<file path="config.mk">
export PLATFORM = sky130hd
export DESIGN_NAME = rsc_top
export DESIGN_NICKNAME = d
export VERILOG_FILES = /design/src/rtl/rsc_pkg.sv /design/src/rtl/rsc_sync.sv /design/src/rtl/rsc_top.sv
export VERILOG_INCLUDE_DIRS = /design/src /design/src/rtl
export SDC_FILE = /design/constraint.sdc
export NUM_CORES = 1
export LEC_CHECK = 0
export ABC_CLOCK_PERIOD_IN_PS = 12800
export BUFFER_PORTS_ARGS = -buffer_cell sky130_fd_sc_hd__clkbuf_2
export CORE_MARGIN = 5
export CORE_UTILIZATION = 59
export DETAILED_ROUTE_END_ITERATION = 10
export GPL_TIMING_DRIVEN = 0
export PLACE_DENSITY = 0.83
export SETUP_SLACK_MARGIN = 0.15
export SLEW_MARGIN = 20
export SYNTH_ARGS = -nofsm -noshare
export SYNTH_HDL_FRONTEND = slang
export SYNTH_SLANG_ARGS = --single-unit
</file>
<file path="constraint.sdc">
create_clock -name ref_clk -period 12.8 [get_ports ref_clk]
set_clock_uncertainty 0.15 [all_clocks]
set_input_delay 2.56 -clock ref_clk [delete_from_list [all_inputs] [get_ports ref_clk]]
set_output_delay 2.56 -clock ref_clk [all_outputs]
set_load 0.02 [all_outputs]
</file>
<file path="src/rtl/rsc_params.svh">
// Constants for the regulator slot control block: offsets, fields, resets.
`ifndef RSC_PARAMS_SVH
`define RSC_PARAMS_SVH

// Register indices; byte address is four times the index
`define RSC_IDX_R9_SLEEP      16'h4082
`define RSC_IDX_R10_GENERAL   16'h4083
`define RSC_IDX_R10_ON        16'h4084
`define RSC_IDX_R10_SLEEP     16'h4085
`define RSC_IDX_STATUS        16'h4090
`define RSC_ADDR_W            20
`define RSC_DATA_W            32
`define RSC_REG_W             16

// Field positions
`define RSC_SLOT_HI           15
`define RSC_SLOT_LO           13
`define RSC_OPMODE_BIT        8
`define RSC_VCODE_HI          4
`define RSC_VCODE_LO          0
`define RSC_FAULT_HI          15
`define RSC_FAULT_LO          14
`define RSC_HWSRC_HI          12
`define RSC_HWSRC_LO          11
`define RSC_HWVSEL_BIT        10
`define RSC_HWMODE_HI         9
`define RSC_HWMODE_LO         8
`define RSC_FLOAT_BIT         7
`define RSC_SWITCH_BIT        6

// Reset values
`define RSC_RST_SLOT          3'h0
`define RSC_RST_SLEEP_MODE    1'b1
`define RSC_RST_ON_MODE       1'b0
`define RSC_RST_VCODE         5'h00
`define RSC_RST_FAULT         2'h0
`define RSC_RST_HWSRC         2'h0
`define RSC_RST_HWVSEL        1'b0
`define RSC_RST_HWMODE        2'h2
`define RSC_RST_BIT           1'b0

// Slot codes
`define RSC_SLOT_NONE         3'h0
`define RSC_SLOT_FIRST        3'h1
`define RSC_SLOT_LAST         3'h5
`define RSC_SLOT_TS1          3'h1
`define RSC_SLOT_TS3          3'h3
`define RSC_SLOT_TS5          3'h5
`define RSC_SLOT_CODE_HW1     3'h6
`define RSC_SLOT_CODE_HW2     3'h7
`define RSC_SLOT_MIRROR       3'h6
`define RSC_R10_SLEEP_SLOT    3'h5

// Fault actions, hardware source and hardware mode codes
`define RSC_FAULT_IGNORE      2'h0
`define RSC_FAULT_REG_OFF     2'h1
`define RSC_FAULT_SYS_RESET   2'h2
`define RSC_HWSRC_OFF         2'h0
`define RSC_HWSRC_IN1         2'h1
`define RSC_HWSRC_IN2         2'h2
`define RSC_HWSRC_ANY         2'h3
`define RSC_HWMODE_LP0        2'h0
`define RSC_HWMODE_OFF        2'h1
`define RSC_HWMODE_LP2        2'h2
`define RSC_HWMODE_FOLLOW     2'h3

// Voltage code mapping in millivolts
`define RSC_MV_W              12
`define RSC_VCODE_KNEE        5'h0c
`define RSC_VCODE_UPPER0      5'h0d
`define RSC_MV_BASE_LO        12'h3e8
`define RSC_MV_STEP_LO        12'h032
`define RSC_MV_BASE_HI        12'h6a4
`define RSC_MV_STEP_HI        12'h064

`endif

</file>
<file path="src/rtl/rsc_pkg.sv">
// Types for the regulator slot control block.
package rsc_pkg;
  typedef enum logic [1:0] {
    RSC_R10_OFF   = 2'b00,
    RSC_R10_ON    = 2'b01,
    RSC_R10_SLEEP = 2'b10
  } rsc_r10_state_e;
endpackage : rsc_pkg

</file>
<file path="src/rtl/rsc_sync.sv">
// Three-stage pin synchroniser with agreement filter.
`timescale 1ns/1ps
`default_nettype none
module rsc_sync (
  input  wire logic ref_clk,
  input  wire logic nrst,
  input  wire logic pin_in,
  output var  logic level_q
);
  logic s1_q;
  logic s2_q;
  logic s3_q;

  // First stage feeds only the second; change counts once stages 2 and 3 agree
  always_ff @(posedge ref_clk or negedge nrst)
  begin
    if (!nrst)
    begin
      s1_q    <= 1'b0;
      s2_q    <= 1'b0;
      s3_q    <= 1'b0;
      level_q <= 1'b0;
    end
    else
    begin
      s1_q <= pin_in;
      s2_q <= s1_q;
      s3_q <= s2_q;
      if (s2_q == s3_q)
      begin
        level_q <= s3_q;
      end
    end
  end
endmodule : rsc_sync
`default_nettype wire

</file>
<file path="src/rtl/rsc_top.sv">
// Sleep and on-state control of the ninth and tenth linear regulators.
//
// How it works
// RULE1: reg9 sleep slot code picks apply-sleep or disable timeslot
// RULE2: with hardware enable, codes 001-101 pick the sleep-entry timeslot
// RULE3: reg9 sleep mode bit 8, 1 low power, resets to 1
// RULE4: voltage codes map 1.00-1.60V by 50mV, then 1.70-3.50V by 100mV
// RULE5: undervoltage action ignore, regulator off, or device reset
// RULE6: undervoltage always raises an interrupt pulse
// RULE7: hardware source off, input 1, input 2, or either, resets 00
// RULE8: under hardware control voltage bit picks on or sleep code
// RULE9: hardware mode low power, off, low power, or follow on mode
// RULE10: float bit 7 stops discharge; bit 6 selects switch mode
// RULE11: reg10 on slot never, timeslot one to five, or hw enable input
// RULE12: reg10 on mode bit 8, 1 low power, resets to 0
// RULE13: reg10 on voltage code bits 4:0 uses the same mapping
// RULE14: on settings while on, sleep settings from the sleep timeslot
//
// The implementer's own choice: register access over APB.
`include "rsc_params.svh"
`timescale 1ns/1ps
`default_nettype none
module rsc_top
  import rsc_pkg::*;
(
  input  wire logic                   ref_clk,
  input  wire logic                   nrst,
  input  wire logic                   psel,
  input  wire logic                   penable,
  input  wire logic                   pwrite,
  input  wire logic [`RSC_ADDR_W-1:0] paddr,
  input  wire logic [`RSC_DATA_W-1:0] pwdata,
  output var  logic [`RSC_DATA_W-1:0] prdata,
  output var  logic                   pready,
  output var  logic                   pslverr,
  input  wire logic                   seq_slot_strobe,
  input  wire logic [2:0]             seq_slot_num,
  input  wire logic                   seq_powerup,
  input  wire logic                   reg9_hw_assigned,
  input  wire logic                   hw_enable1_pin,
  input  wire logic                   hw_enable2_pin,
  input  wire logic                   reg10_uv_pin,
  output var  logic                   reg9_sleep_active_q,
  output var  logic                   reg9_disable_q,
  output var  logic [4:0]             reg9_vcode_q,
  output var  logic                   reg9_lowpower_q,
  output var  logic [`RSC_MV_W-1:0]   reg9_millivolts_q,
  output var  logic                   reg10_enable_q,
  output var  logic [4:0]             reg10_vcode_q,
  output var  logic                   reg10_lowpower_q,
  output var  logic [`RSC_MV_W-1:0]   reg10_millivolts_q,
  output var  logic                   reg10_discharge_q,
  output var  logic                   reg10_switch_q,
  output var  logic                   uv_irq_q,
  output var  logic                   sys_reset_req_q
);

  // Software fields
  logic [2:0] reg9_sleep_slot_q;
  logic       reg9_sleep_opmode_q;
  logic [4:0] reg9_sleep_voltage_code_q;
  logic [1:0] reg10_fault_action_q;
  logic [1:0] reg10_hw_ctrl_source_q;
  logic       reg10_hw_ctrl_voltage_pick_q;
  logic [1:0] reg10_hw_ctrl_opmode_q;
  logic       reg10_output_float_q;
  logic       reg10_switch_select_q;
  logic [2:0] reg10_on_slot_q;
  logic       reg10_on_opmode_q;
  logic [4:0] reg10_on_voltage_code_q;
  logic [4:0] reg10_sleep_voltage_code_q;

  // Block state
  rsc_r10_state_e r10_state_q;
  rsc_r10_state_e r10_state_d;
  logic           fault_off_q;
  logic           fault_off_d;
  logic           uv_prev_q;
  logic [2:0]     sync_lvl;
  logic           hw_active;

  // Pin inputs cross into ref_clk through one synchroniser each
  genvar gi;
  generate
    for (gi = 0; gi < 3; gi = gi + 1)
    begin : g_sync
      rsc_sync u_sync (
        .ref_clk (ref_clk),
        .nrst    (nrst),
        .pin_in  ((gi == 0) ? hw_enable1_pin :
                  (gi == 1) ? hw_enable2_pin : reg10_uv_pin),
        .level_q (sync_lvl[gi])
      );
    end
  endgenerate

  wire hw1 = sync_lvl[0];
  wire hw2 = sync_lvl[1];
  wire uv  = sync_lvl[2];

  // APB decode; byte address is index shifted by two
  wire sel_r9s  = paddr == {2'b00, `RSC_IDX_R9_SLEEP, 2'b00};
  wire sel_r10g = paddr == {2'b00, `RSC_IDX_R10_GENERAL, 2'b00};
  wire sel_r10o = paddr == {2'b00, `RSC_IDX_R10_ON, 2'b00};
  wire sel_r10s = paddr == {2'b00, `RSC_IDX_R10_SLEEP, 2'b00};
  wire sel_stat = paddr == {2'b00, `RSC_IDX_STATUS, 2'b00};
  wire sel_any  = sel_r9s | sel_r10g | sel_r10o | sel_r10s | sel_stat;
  wire setup    = psel & ~penable;
  wire commit   = psel & penable & pready;
  // Status is read-only, so a write to it is an error as well
  wire bad      = ~sel_any | (pwrite & sel_stat);
  wire wr_ok    = commit & pwrite & ~bad;
  wire wr_r9s   = wr_ok & sel_r9s;
  wire wr_r10g  = wr_ok & sel_r10g;
  wire wr_r10o  = wr_ok & sel_r10o;
  wire wr_r10s  = wr_ok & sel_r10s;

  // Read images; reserved bits read as zero
  wire [`RSC_REG_W-1:0] rd_r9s = {reg9_sleep_slot_q, 4'h0,
    reg9_sleep_opmode_q, 3'h0, reg9_sleep_voltage_code_q};
  wire [`RSC_REG_W-1:0] rd_r10g = {reg10_fault_action_q, 1'b0,
    reg10_hw_ctrl_source_q, reg10_hw_ctrl_voltage_pick_q,
    reg10_hw_ctrl_opmode_q, reg10_output_float_q,
    reg10_switch_select_q, 6'h00};
  wire [`RSC_REG_W-1:0] rd_r10o = {reg10_on_slot_q, 4'h0,
    reg10_on_opmode_q, 3'h0, reg10_on_voltage_code_q};
  wire [`RSC_REG_W-1:0] rd_r10s = {11'h000, reg10_sleep_voltage_code_q};
  wire [`RSC_REG_W-1:0] rd_stat = {8'h00, uv, hw_active, reg9_disable_q,
    reg9_sleep_active_q, fault_off_q, (r10_state_q == RSC_R10_SLEEP),
    (r10_state_q == RSC_R10_ON), reg10_enable_q};
  wire [`RSC_REG_W-1:0] rd_sel =
    sel_r9s  ? rd_r9s  :
    sel_r10g ? rd_r10g :
    sel_r10o ? rd_r10o :
    sel_r10s ? rd_r10s :
    sel_stat ? rd_stat : 16'h0000;

  // Answer registered in the setup cycle so the access phase has no wait
  always_ff @(posedge ref_clk or negedge nrst)
  begin
    if (!nrst)
    begin
      pready  <= 1'b0;
      pslverr <= 1'b0;
      prdata  <= 32'h0000_0000;
    end
    else
    begin
      pready  <= setup;
      pslverr <= setup & bad;
      prdata  <= (setup & ~pwrite) ? {16'h0000, rd_sel} : 32'h0000_0000;
    end
  end

  // Software writes to the three mapped control words and the sleep code
  always_ff @(posedge ref_clk or negedge nrst)
  begin
    if (!nrst)
    begin
      reg9_sleep_slot_q            <= `RSC_RST_SLOT;
      reg9_sleep_opmode_q          <= `RSC_RST_SLEEP_MODE; // [RULE3]
      reg9_sleep_voltage_code_q    <= `RSC_RST_VCODE;      // [RULE4]
      reg10_fault_action_q         <= `RSC_RST_FAULT;
      reg10_hw_ctrl_source_q       <= `RSC_RST_HWSRC;      // [RULE7]
      reg10_hw_ctrl_voltage_pick_q <= `RSC_RST_HWVSEL;
      reg10_hw_ctrl_opmode_q       <= `RSC_RST_HWMODE;     // [RULE9]
      reg10_output_float_q         <= `RSC_RST_BIT;
      reg10_switch_select_q        <= `RSC_RST_BIT;
      reg10_on_slot_q              <= `RSC_RST_SLOT;
      reg10_on_opmode_q            <= `RSC_RST_ON_MODE;    // [RULE12]
      reg10_on_voltage_code_q      <= `RSC_RST_VCODE;
      reg10_sleep_voltage_code_q   <= `RSC_RST_VCODE;
    end
    else
    begin
      if (wr_r9s)
      begin
        reg9_sleep_slot_q         <= pwdata[`RSC_SLOT_HI:`RSC_SLOT_LO];
        reg9_sleep_opmode_q       <= pwdata[`RSC_OPMODE_BIT];
        reg9_sleep_voltage_code_q <= pwdata[`RSC_VCODE_HI:`RSC_VCODE_LO];
      end
      if (wr_r10g)
      begin
        reg10_fault_action_q   <= pwdata[`RSC_FAULT_HI:`RSC_FAULT_LO];
        reg10_hw_ctrl_source_q <= pwdata[`RSC_HWSRC_HI:`RSC_HWSRC_LO];
        reg10_hw_ctrl_voltage_pick_q <= pwdata[`RSC_HWVSEL_BIT];
        reg10_hw_ctrl_opmode_q <= pwdata[`RSC_HWMODE_HI:`RSC_HWMODE_LO];
        reg10_output_float_q   <= pwdata[`RSC_FLOAT_BIT];
        reg10_switch_select_q  <= pwdata[`RSC_SWITCH_BIT];
      end
      if (wr_r10o)
      begin
        reg10_on_slot_q         <= pwdata[`RSC_SLOT_HI:`RSC_SLOT_LO];
        reg10_on_opmode_q       <= pwdata[`RSC_OPMODE_BIT];
        reg10_on_voltage_code_q <= pwdata[`RSC_VCODE_HI:`RSC_VCODE_LO];
      end
      if (wr_r10s)
      begin
        reg10_sleep_voltage_code_q <= pwdata[`RSC_VCODE_HI:`RSC_VCODE_LO];
      end
    end
  end

  // Code to millivolts, two linear segments meeting at the knee
  function automatic logic [`RSC_MV_W-1:0] vcode_mv(input logic [4:0] c);
    logic [4:0] up;
    up = c - `RSC_VCODE_UPPER0;
    if (c <= `RSC_VCODE_KNEE)
      vcode_mv = `RSC_MV_BASE_LO + `RSC_MV_STEP_LO * {7'h00, c}; // [RULE4]
    else
      vcode_mv = `RSC_MV_BASE_HI + `RSC_MV_STEP_HI * {7'h00, up}; // [RULE4]
  endfunction : vcode_mv

  // Ninth regulator sleep timeslot decode
  wire r9_code_mid = (reg9_sleep_slot_q >= `RSC_SLOT_FIRST) &&
                     (reg9_sleep_slot_q <= `RSC_SLOT_LAST);
  // Codes 001-101 count timeslots down from five
  wire [2:0] r9_mid_slot = `RSC_SLOT_MIRROR - reg9_sleep_slot_q;
  wire [2:0] r9_target =
    (reg9_sleep_slot_q == `RSC_SLOT_NONE)     ? `RSC_SLOT_TS5 :
    (reg9_sleep_slot_q == `RSC_SLOT_CODE_HW1) ? `RSC_SLOT_TS3 :
    (reg9_sleep_slot_q == `RSC_SLOT_CODE_HW2) ? `RSC_SLOT_TS1 :
    r9_mid_slot;                                             // [RULE1]
  // Hardware-enabled regulator enters sleep rather than switching off
  wire r9_is_disable = r9_code_mid & ~reg9_hw_assigned;     // [RULE2]
  wire sleep_strobe  = seq_slot_strobe & ~seq_powerup;
  wire up_strobe     = seq_slot_strobe & seq_powerup;
  wire r9_hit        = sleep_strobe & (seq_slot_num == r9_target);

  // Ninth regulator flags; a power-up strobe clears the sleep and disable flags
  always_ff @(posedge ref_clk or negedge nrst)
  begin
    if (!nrst)
    begin
      reg9_sleep_active_q <= 1'b0;
      reg9_disable_q      <= 1'b0;
      reg9_vcode_q        <= `RSC_RST_VCODE;
      reg9_lowpower_q     <= `RSC_RST_SLEEP_MODE;
      reg9_millivolts_q   <= `RSC_MV_BASE_LO;
    end
    else
    begin
      if (r9_hit)
      begin
        reg9_sleep_active_q <= ~r9_is_disable;              // [RULE1]
        reg9_disable_q      <= r9_is_disable;               // [RULE1]
      end
      else if (up_strobe)
      begin
        reg9_sleep_active_q <= 1'b0;
        reg9_disable_q      <= 1'b0;
      end
      reg9_vcode_q      <= reg9_sleep_voltage_code_q;
      reg9_lowpower_q   <= reg9_sleep_opmode_q;             // [RULE3]
      reg9_millivolts_q <= vcode_mv(reg9_sleep_voltage_code_q);
    end
  end

  // Tenth regulator hardware control request from the chosen inputs
  assign hw_active =
    ((reg10_hw_ctrl_source_q == `RSC_HWSRC_IN1) & hw1) |
    ((reg10_hw_ctrl_source_q == `RSC_HWSRC_IN2) & hw2) |
    ((reg10_hw_ctrl_source_q == `RSC_HWSRC_ANY) & (hw1 | hw2)); // [RULE7]

  wire r10_slot_seq = (reg10_on_slot_q >= `RSC_SLOT_FIRST) &&
                      (reg10_on_slot_q <= `RSC_SLOT_LAST);
  wire r10_on_hit   = up_strobe & r10_slot_seq &
                      (seq_slot_num == reg10_on_slot_q);    // [RULE11]
  wire r10_sleep_hit = sleep_strobe &
                       (seq_slot_num == `RSC_R10_SLEEP_SLOT); // [RULE14]

  // Sequencer-driven state of the tenth regulator
  always_comb
  begin
    r10_state_d = r10_state_q;
    case (r10_state_q)
      RSC_R10_OFF:
      begin
        if (r10_on_hit)
          r10_state_d = RSC_R10_ON;                          // [RULE11]
      end
      RSC_R10_ON:
      begin
        if (r10_sleep_hit)
          r10_state_d = RSC_R10_SLEEP;                       // [RULE14]
        else if (!r10_slot_seq)
          r10_state_d = RSC_R10_OFF;
      end
      RSC_R10_SLEEP:
      begin
        if (up_strobe)
          r10_state_d = RSC_R10_ON;                          // [RULE14]
        else if (!r10_slot_seq)
          r10_state_d = RSC_R10_OFF;
      end
      default:
        r10_state_d = RSC_R10_OFF;
    endcase
  end

  // Enable source: timeslot state or a hardware enable input
  wire r10_base_en =
    r10_slot_seq ? (r10_state_q != RSC_R10_OFF) :
    (reg10_on_slot_q == `RSC_SLOT_CODE_HW1) ? hw1 :
    (reg10_on_slot_q == `RSC_SLOT_CODE_HW2) ? hw2 : 1'b0;   // [RULE11]
  wire hw_mode_off = hw_active &
                     (reg10_hw_ctrl_opmode_q == `RSC_HWMODE_OFF); // [RULE9]
  wire r10_en_d = r10_base_en & ~hw_mode_off & ~fault_off_q;

  // Voltage and mode selection: hardware control, then sleep, then on
  wire [4:0] r10_vcode_d =
    hw_active ? (reg10_hw_ctrl_voltage_pick_q ?
                 reg10_sleep_voltage_code_q :
                 reg10_on_voltage_code_q) :                 // [RULE8]
    (r10_state_q == RSC_R10_SLEEP) ? reg10_sleep_voltage_code_q :
    reg10_on_voltage_code_q;                    // [RULE13] [RULE14]
  // Sleep mode of the tenth regulator is held at its low-power default
  wire r10_lp_d =
    hw_active ? ((reg10_hw_ctrl_opmode_q == `RSC_HWMODE_FOLLOW) ?
                 reg10_on_opmode_q : 1'b1) :                // [RULE9]
    (r10_state_q == RSC_R10_SLEEP) ? `RSC_RST_SLEEP_MODE :  // [RULE14]
    reg10_on_opmode_q;                                       // [RULE12]

  // Undervoltage response; the fault latch is set over any clear
  wire uv_rise   = uv & ~uv_prev_q;
  wire fault_set = uv_rise &
                   (reg10_fault_action_q == `RSC_FAULT_REG_OFF); // [RULE5]
  wire fault_clr = wr_r10o | r10_on_hit;
  assign fault_off_d = fault_set | (fault_off_q & ~fault_clr);

  // Tenth regulator state and pins
  always_ff @(posedge ref_clk or negedge nrst)
  begin
    if (!nrst)
    begin
      r10_state_q        <= RSC_R10_OFF;
      fault_off_q        <= 1'b0;
      uv_prev_q          <= 1'b0;
      reg10_enable_q     <= 1'b0;
      reg10_vcode_q      <= `RSC_RST_VCODE;
      reg10_lowpower_q   <= `RSC_RST_ON_MODE;
      reg10_millivolts_q <= `RSC_MV_BASE_LO;
      reg10_discharge_q  <= 1'b1;
      reg10_switch_q     <= 1'b0;
      uv_irq_q           <= 1'b0;
      sys_reset_req_q    <= 1'b0;
    end
    else
    begin
      r10_state_q        <= r10_state_d;
      fault_off_q        <= fault_off_d;                    // [RULE5]
      uv_prev_q          <= uv;
      reg10_enable_q     <= r10_en_d;
      reg10_vcode_q      <= r10_vcode_d;
      reg10_lowpower_q   <= r10_lp_d;
      reg10_millivolts_q <= vcode_mv(r10_vcode_d);          // [RULE13]
      // Discharge only while off and not set to float
      reg10_discharge_q  <= ~r10_en_d & ~reg10_output_float_q; // [RULE10]
      reg10_switch_q     <= reg10_switch_select_q;          // [RULE10]
      // Every new undervoltage is reported, even when ignored
      uv_irq_q           <= uv_rise;                        // [RULE6]
      sys_reset_req_q    <= uv_rise &
        (reg10_fault_action_q == `RSC_FAULT_SYS_RESET);     // [RULE5]
    end
  end

endmodule : rsc_top
`default_nettype wire
</file>
==> results by group <==
Status
  – Status: finished, final reports clean

Clock tree
  – Cts hold-fix bufs: 0
  – Post_cts resized: 0
  – Worst skew pair latency: between 0.3 and 0.4 ns
  – Clk slew on worst S/H paths: between 0.1 and 0.15 ns
  – Max Root-Sink Buffers: 2
  – CTS tree: yes
  – Num CTS Buffers: 9
  – Post CTS Setup Buffer Count: 0
  – H-Tree Depth: 3
  – Clk sinks: 107
  – Root buffer cell: clkbuf_8

Hold path
  – Min-Delay Path Depth: 0
  – Hold Path End: g_sync[2].u_sync.s2_q
  – Worst Min Path Start: g_sync[2].u_sync.s1_q
  – HP Class: register to register

Logic synthesis
  – Count of yosys warnings during synthesis: 0
  – Mapped Cells: around 620
  – Seq/Total Area, Yosys: about two fifths
  – Mapped cell area: 6480 sq um
  – Yosys cell types: 64
  – Synth Register Bits: between 100 and 150
  – EDFF count, synth: 0
  – Ys flop type: dfrtp_1
  – Syn Area/Cell: between 10 and 15 sq um
  – Fraction of registers with async set/reset: between 90% and 100%

Critical path
  – Crit-path max FO: 5
  – Slowest Stage Delay on Critical Path: between 0.5 and 0.6 ns
  – Register-to-Register Path Depth: 19
  – CP Data Arrival Time: roughly 6.1 ns
  – Most used cell, CP: ha_1
  – R2r startpoint: reg10_hw_ctrl_source_q[0]
  – Worst path required time: roughly 13 ns
  – Slowest CP cell: mux2i_1
  – CP cell instances: a22oi_4, mux2i_4, mux2i_1, ha_1, nand2b_1, xnor2_4, inv_2, ha_1, ha_1, ha_1, fa_1, a21o_1, a21oi_1, nor2_1, and3_1, a221oi_1, nand4_1, o211a_1, o31a_1
  – CP Class: register to register
  – Crit path max-delay family: adder cells
  – Setup slack, reg-to-reg: between 6 and 7 ns
  – Critical path buffers and inverters: 1
  – Critical path endpoint category: register
  – Worst setup SP type: register
  – R2r endpoint: reg10_millivolts_q[11]

Floorplan
  – Num rows: 38
  – Die height: approximately 110 microns
  – Die Area: 13200 sq um
  – Core Box Area: approximately 11000 sq um
  – Initial core utilization: between 60% and 70%
  – Die Wd: between 100 and 150 microns
  – Number of I/O pins: around 140

Flow run
  – Max_cap viols: 0

STA
  – Setup ws final: ~6.9 ns
  – Min Clock Period, post-route: slightly below 6 ns
  – Max_slew headroom: slightly below 50%
  – Setup TNS Final: 0 ns
  – Maximum clock rate: roughly 0.17 GHz
  – Final Hold Slack: 0.209 ns
  – Final setup fails: 0
  – Final Hold Viols: 0
  – Slew @ Worst Pin: 0.764 ns
  – RSZ-0062 raised after global routing: no
  – Max-slew violation count: 0
  – Fin crit share: 46.3%

Detailed routing
  – Initial detailed-routing violation count: about 310
  – Vias per cell: about 5.6
  – Number of antenna-violating nets in the routed design: 0
  – DRC: 0
  – DR WL/cell: about 16 microns
  – DRT Wirelength: approximately 14000 microns
  – Vias: just under 5000
  – Drt first pass iters: 5

GRT
  – Total gr overflow: 0
  – Number of global-route vias before repair: between 5000 and 6000
  – Grt met3 use: 3.89%
  – Initial antenna violation count: 0
  – GRT busiest layer: met2
  – Total Routing Usage GR: between 20% and 30%
  – M2 GR Usage: between 30% and 40%
  – Pin count of the biggest net entering global routing: 87
  – Met1 Resource Use GR: approximately 29%
  – First-pass GRT wire length: 23700 microns

Placement
  – DP Wirelength: between 10000 and 15000 microns
  – Setup WS pre-CTS: ~6.9 ns
  – Placed cell count: 880
  – Number of port buffers: between 100 and 150
  – Placer Congestion: between 0.8 and 0.9

Finish
  – Share of cells above drive strength 1: between 20% and 30%
  – Nets: 885
  – Final antenna diode count: 0
  – Final Non-Filler Cells: roughly 900
  – Area delta synth->final: 15.8%

Power
  – VDD IR max: roughly 0.064 mV
  – Power density of the placed cells: just under 80 nW/um^2
  – Leak: 3.94 nW
synthesized netlist by cell type (2+ instances only):
cell      number  area share, %
a21o_1        12            1.4
clkbuf_1      16           0.93
dfstp_2       16            6.5
a211oi_1       3           0.35
o211ai_1       2           0.23
a31o_2         3           0.41
inv_1         34            2.0
buf_4         18            2.1
o21ai_0       30            2.3
o21a_1         2           0.23
nor2_1        32            1.9
mux2i_1        3           0.46
mux2i_4        3            1.0
inv_2          2           0.12
a21oi_1       35            2.7
mux2_2        34            5.9
nand2b_1      13            1.3
fa_1           4            1.2
nand4_1        2           0.19
or2_2          2           0.19
a31oi_1        4           0.39
nor2b_1       10           0.97
a22oi_1        4           0.46
a32o_1         2           0.31
nand3_1       14            1.1
dfrtp_1       91             35
maj3_1         3           0.46
nor4_1         6           0.58
nor3_1        12           0.93
and2_1        12            1.2
xnor2_1       28            3.8
a22o_1         5           0.68
a32oi_1        2           0.27
ha_1          64             12
and3b_1        2           0.27
xor2_1        23            3.1
nor3b_1        4           0.46
nand2_1       30            1.7
and3_1         7           0.68
nand4b_1       2           0.27
worst max-delay path by stage:
stage / startpoint / end / slack [ns] / cells past startpoint
after floorplan: reg10_hw_ctrl_source_q[0] / reg10_millivolts_q[11] / 7.67 / 20
after global placement: reg10_hw_ctrl_source_q[0] / reg10_millivolts_q[11] / 7.02 / 19
after detailed placement: reg10_hw_ctrl_source_q[0] / reg10_millivolts_q[11] / 6.93 / 19
after CTS: reg10_hw_ctrl_source_q[0] / reg10_millivolts_q[11] / 6.89 / 19
after global routing: reg10_hw_ctrl_source_q[0] / reg10_millivolts_q[11] / 6.46 / 18
final: reg10_hw_ctrl_source_q[0] / reg10_millivolts_q[11] / 6.88 / 19
power breakdown:
| group | internal [W] | switching [W] |
|---|---|---|
| combinational | 0.0000136 | 0.0000208 |
| clock | 0.0000938 | 0.000125 |
| sequential | 0.000342 | 0.00000234 |
cell families (layout without fill, tap and decap cells):
| logic type | Yosys count | in the layout | synth area share, % |
|---|---|---|---|
| buf+inv | 72 | 196 | 5.29 |
| compound gates | 115 | 115 | 11.4 |
| mux | 40 | 40 | 7.41 |
| simple gates | 157 | 157 | 12.8 |
| fa+ha+maj | 71 | 71 | 14.1 |
| flops | 107 | 107 | 41.6 |
| xor+xnor | 52 | 52 | 7.32 |
| other cells | 1 | 18 | 0.0579 |
per-stage QoR:
step / power (W) / instance area [sq um] / utilization [%]
after floorplan: 0.000365 / 6550 / -
after global placement: 0.000383 / 7260 / 67.2
after detailed placement: 0.000385 / 7290 / 67.6
after CTS: 0.000601 / 7500 / 69.5
after global routing: 0.000616 / 7500 / 69.5
final: 0.000597 / 7500 / 69.5
flip-flops by register name (all words and copies together), names as in the netlist, 3 cells and up:
| register | cells |
|---|---|
| g_sync.u_sync.level_q | 3 |
| g_sync.u_sync.s1_q | 3 |
| g_sync.u_sync.s2_q | 3 |
| g_sync.u_sync.s3_q | 3 |
| prdata | 16 |
| reg10_millivolts_q | 11 |
| reg10_on_slot_q | 3 |
| reg10_on_voltage_code_q | 5 |
| reg10_sleep_voltage_code_q | 5 |
| reg10_vcode_q | 5 |
| reg9_millivolts_q | 11 |
| reg9_sleep_slot_q | 3 |
| reg9_sleep_voltage_code_q | 5 |
| reg9_vcode_q | 5 |
worst register-to-register path: cells and delay by family, from the launching register on:
family	cells	cell delay (ns)
flops	1	0.44
simple gates	4	0.77
fa+ha+maj	5	1.62
compound gates	6	1.59
mux	2	0.99
buf+inv	1	0.09
xor+xnor	1	0.16
placed cells by master (no fill, tap or decap), drive strengths merged, types with 13 or more instances in the layout:
master,count
clkbuf,132
dfrtp,91
ha,64
inv,38
a21oi,35
mux2,34
nor2,32
nand2,30
o21ai,30
xnor2,29
xor2,23
buf,20
conb,18
dfstp,16
nand3,14
nand2b,13
layer usage:
layer | wire length (microns) | part of all wire [%]
met3 | 961 | 6.7
met4 | 227 | 1.6
met5 | 0 | 0
met2 | 7180 | 50
met1 | 6060 | 42
layout make-up:
cell class	instances	area (sq um)
multi-input combinational	453	3500
fill	833	3290
sequential	107	2700
timing repair buffer	108	572
buffer	35	199
tap	140	175
inverter	37	144
clock buffer	9	124
clock inverter	7	87.6
Power figures use the tool's default switching activity.
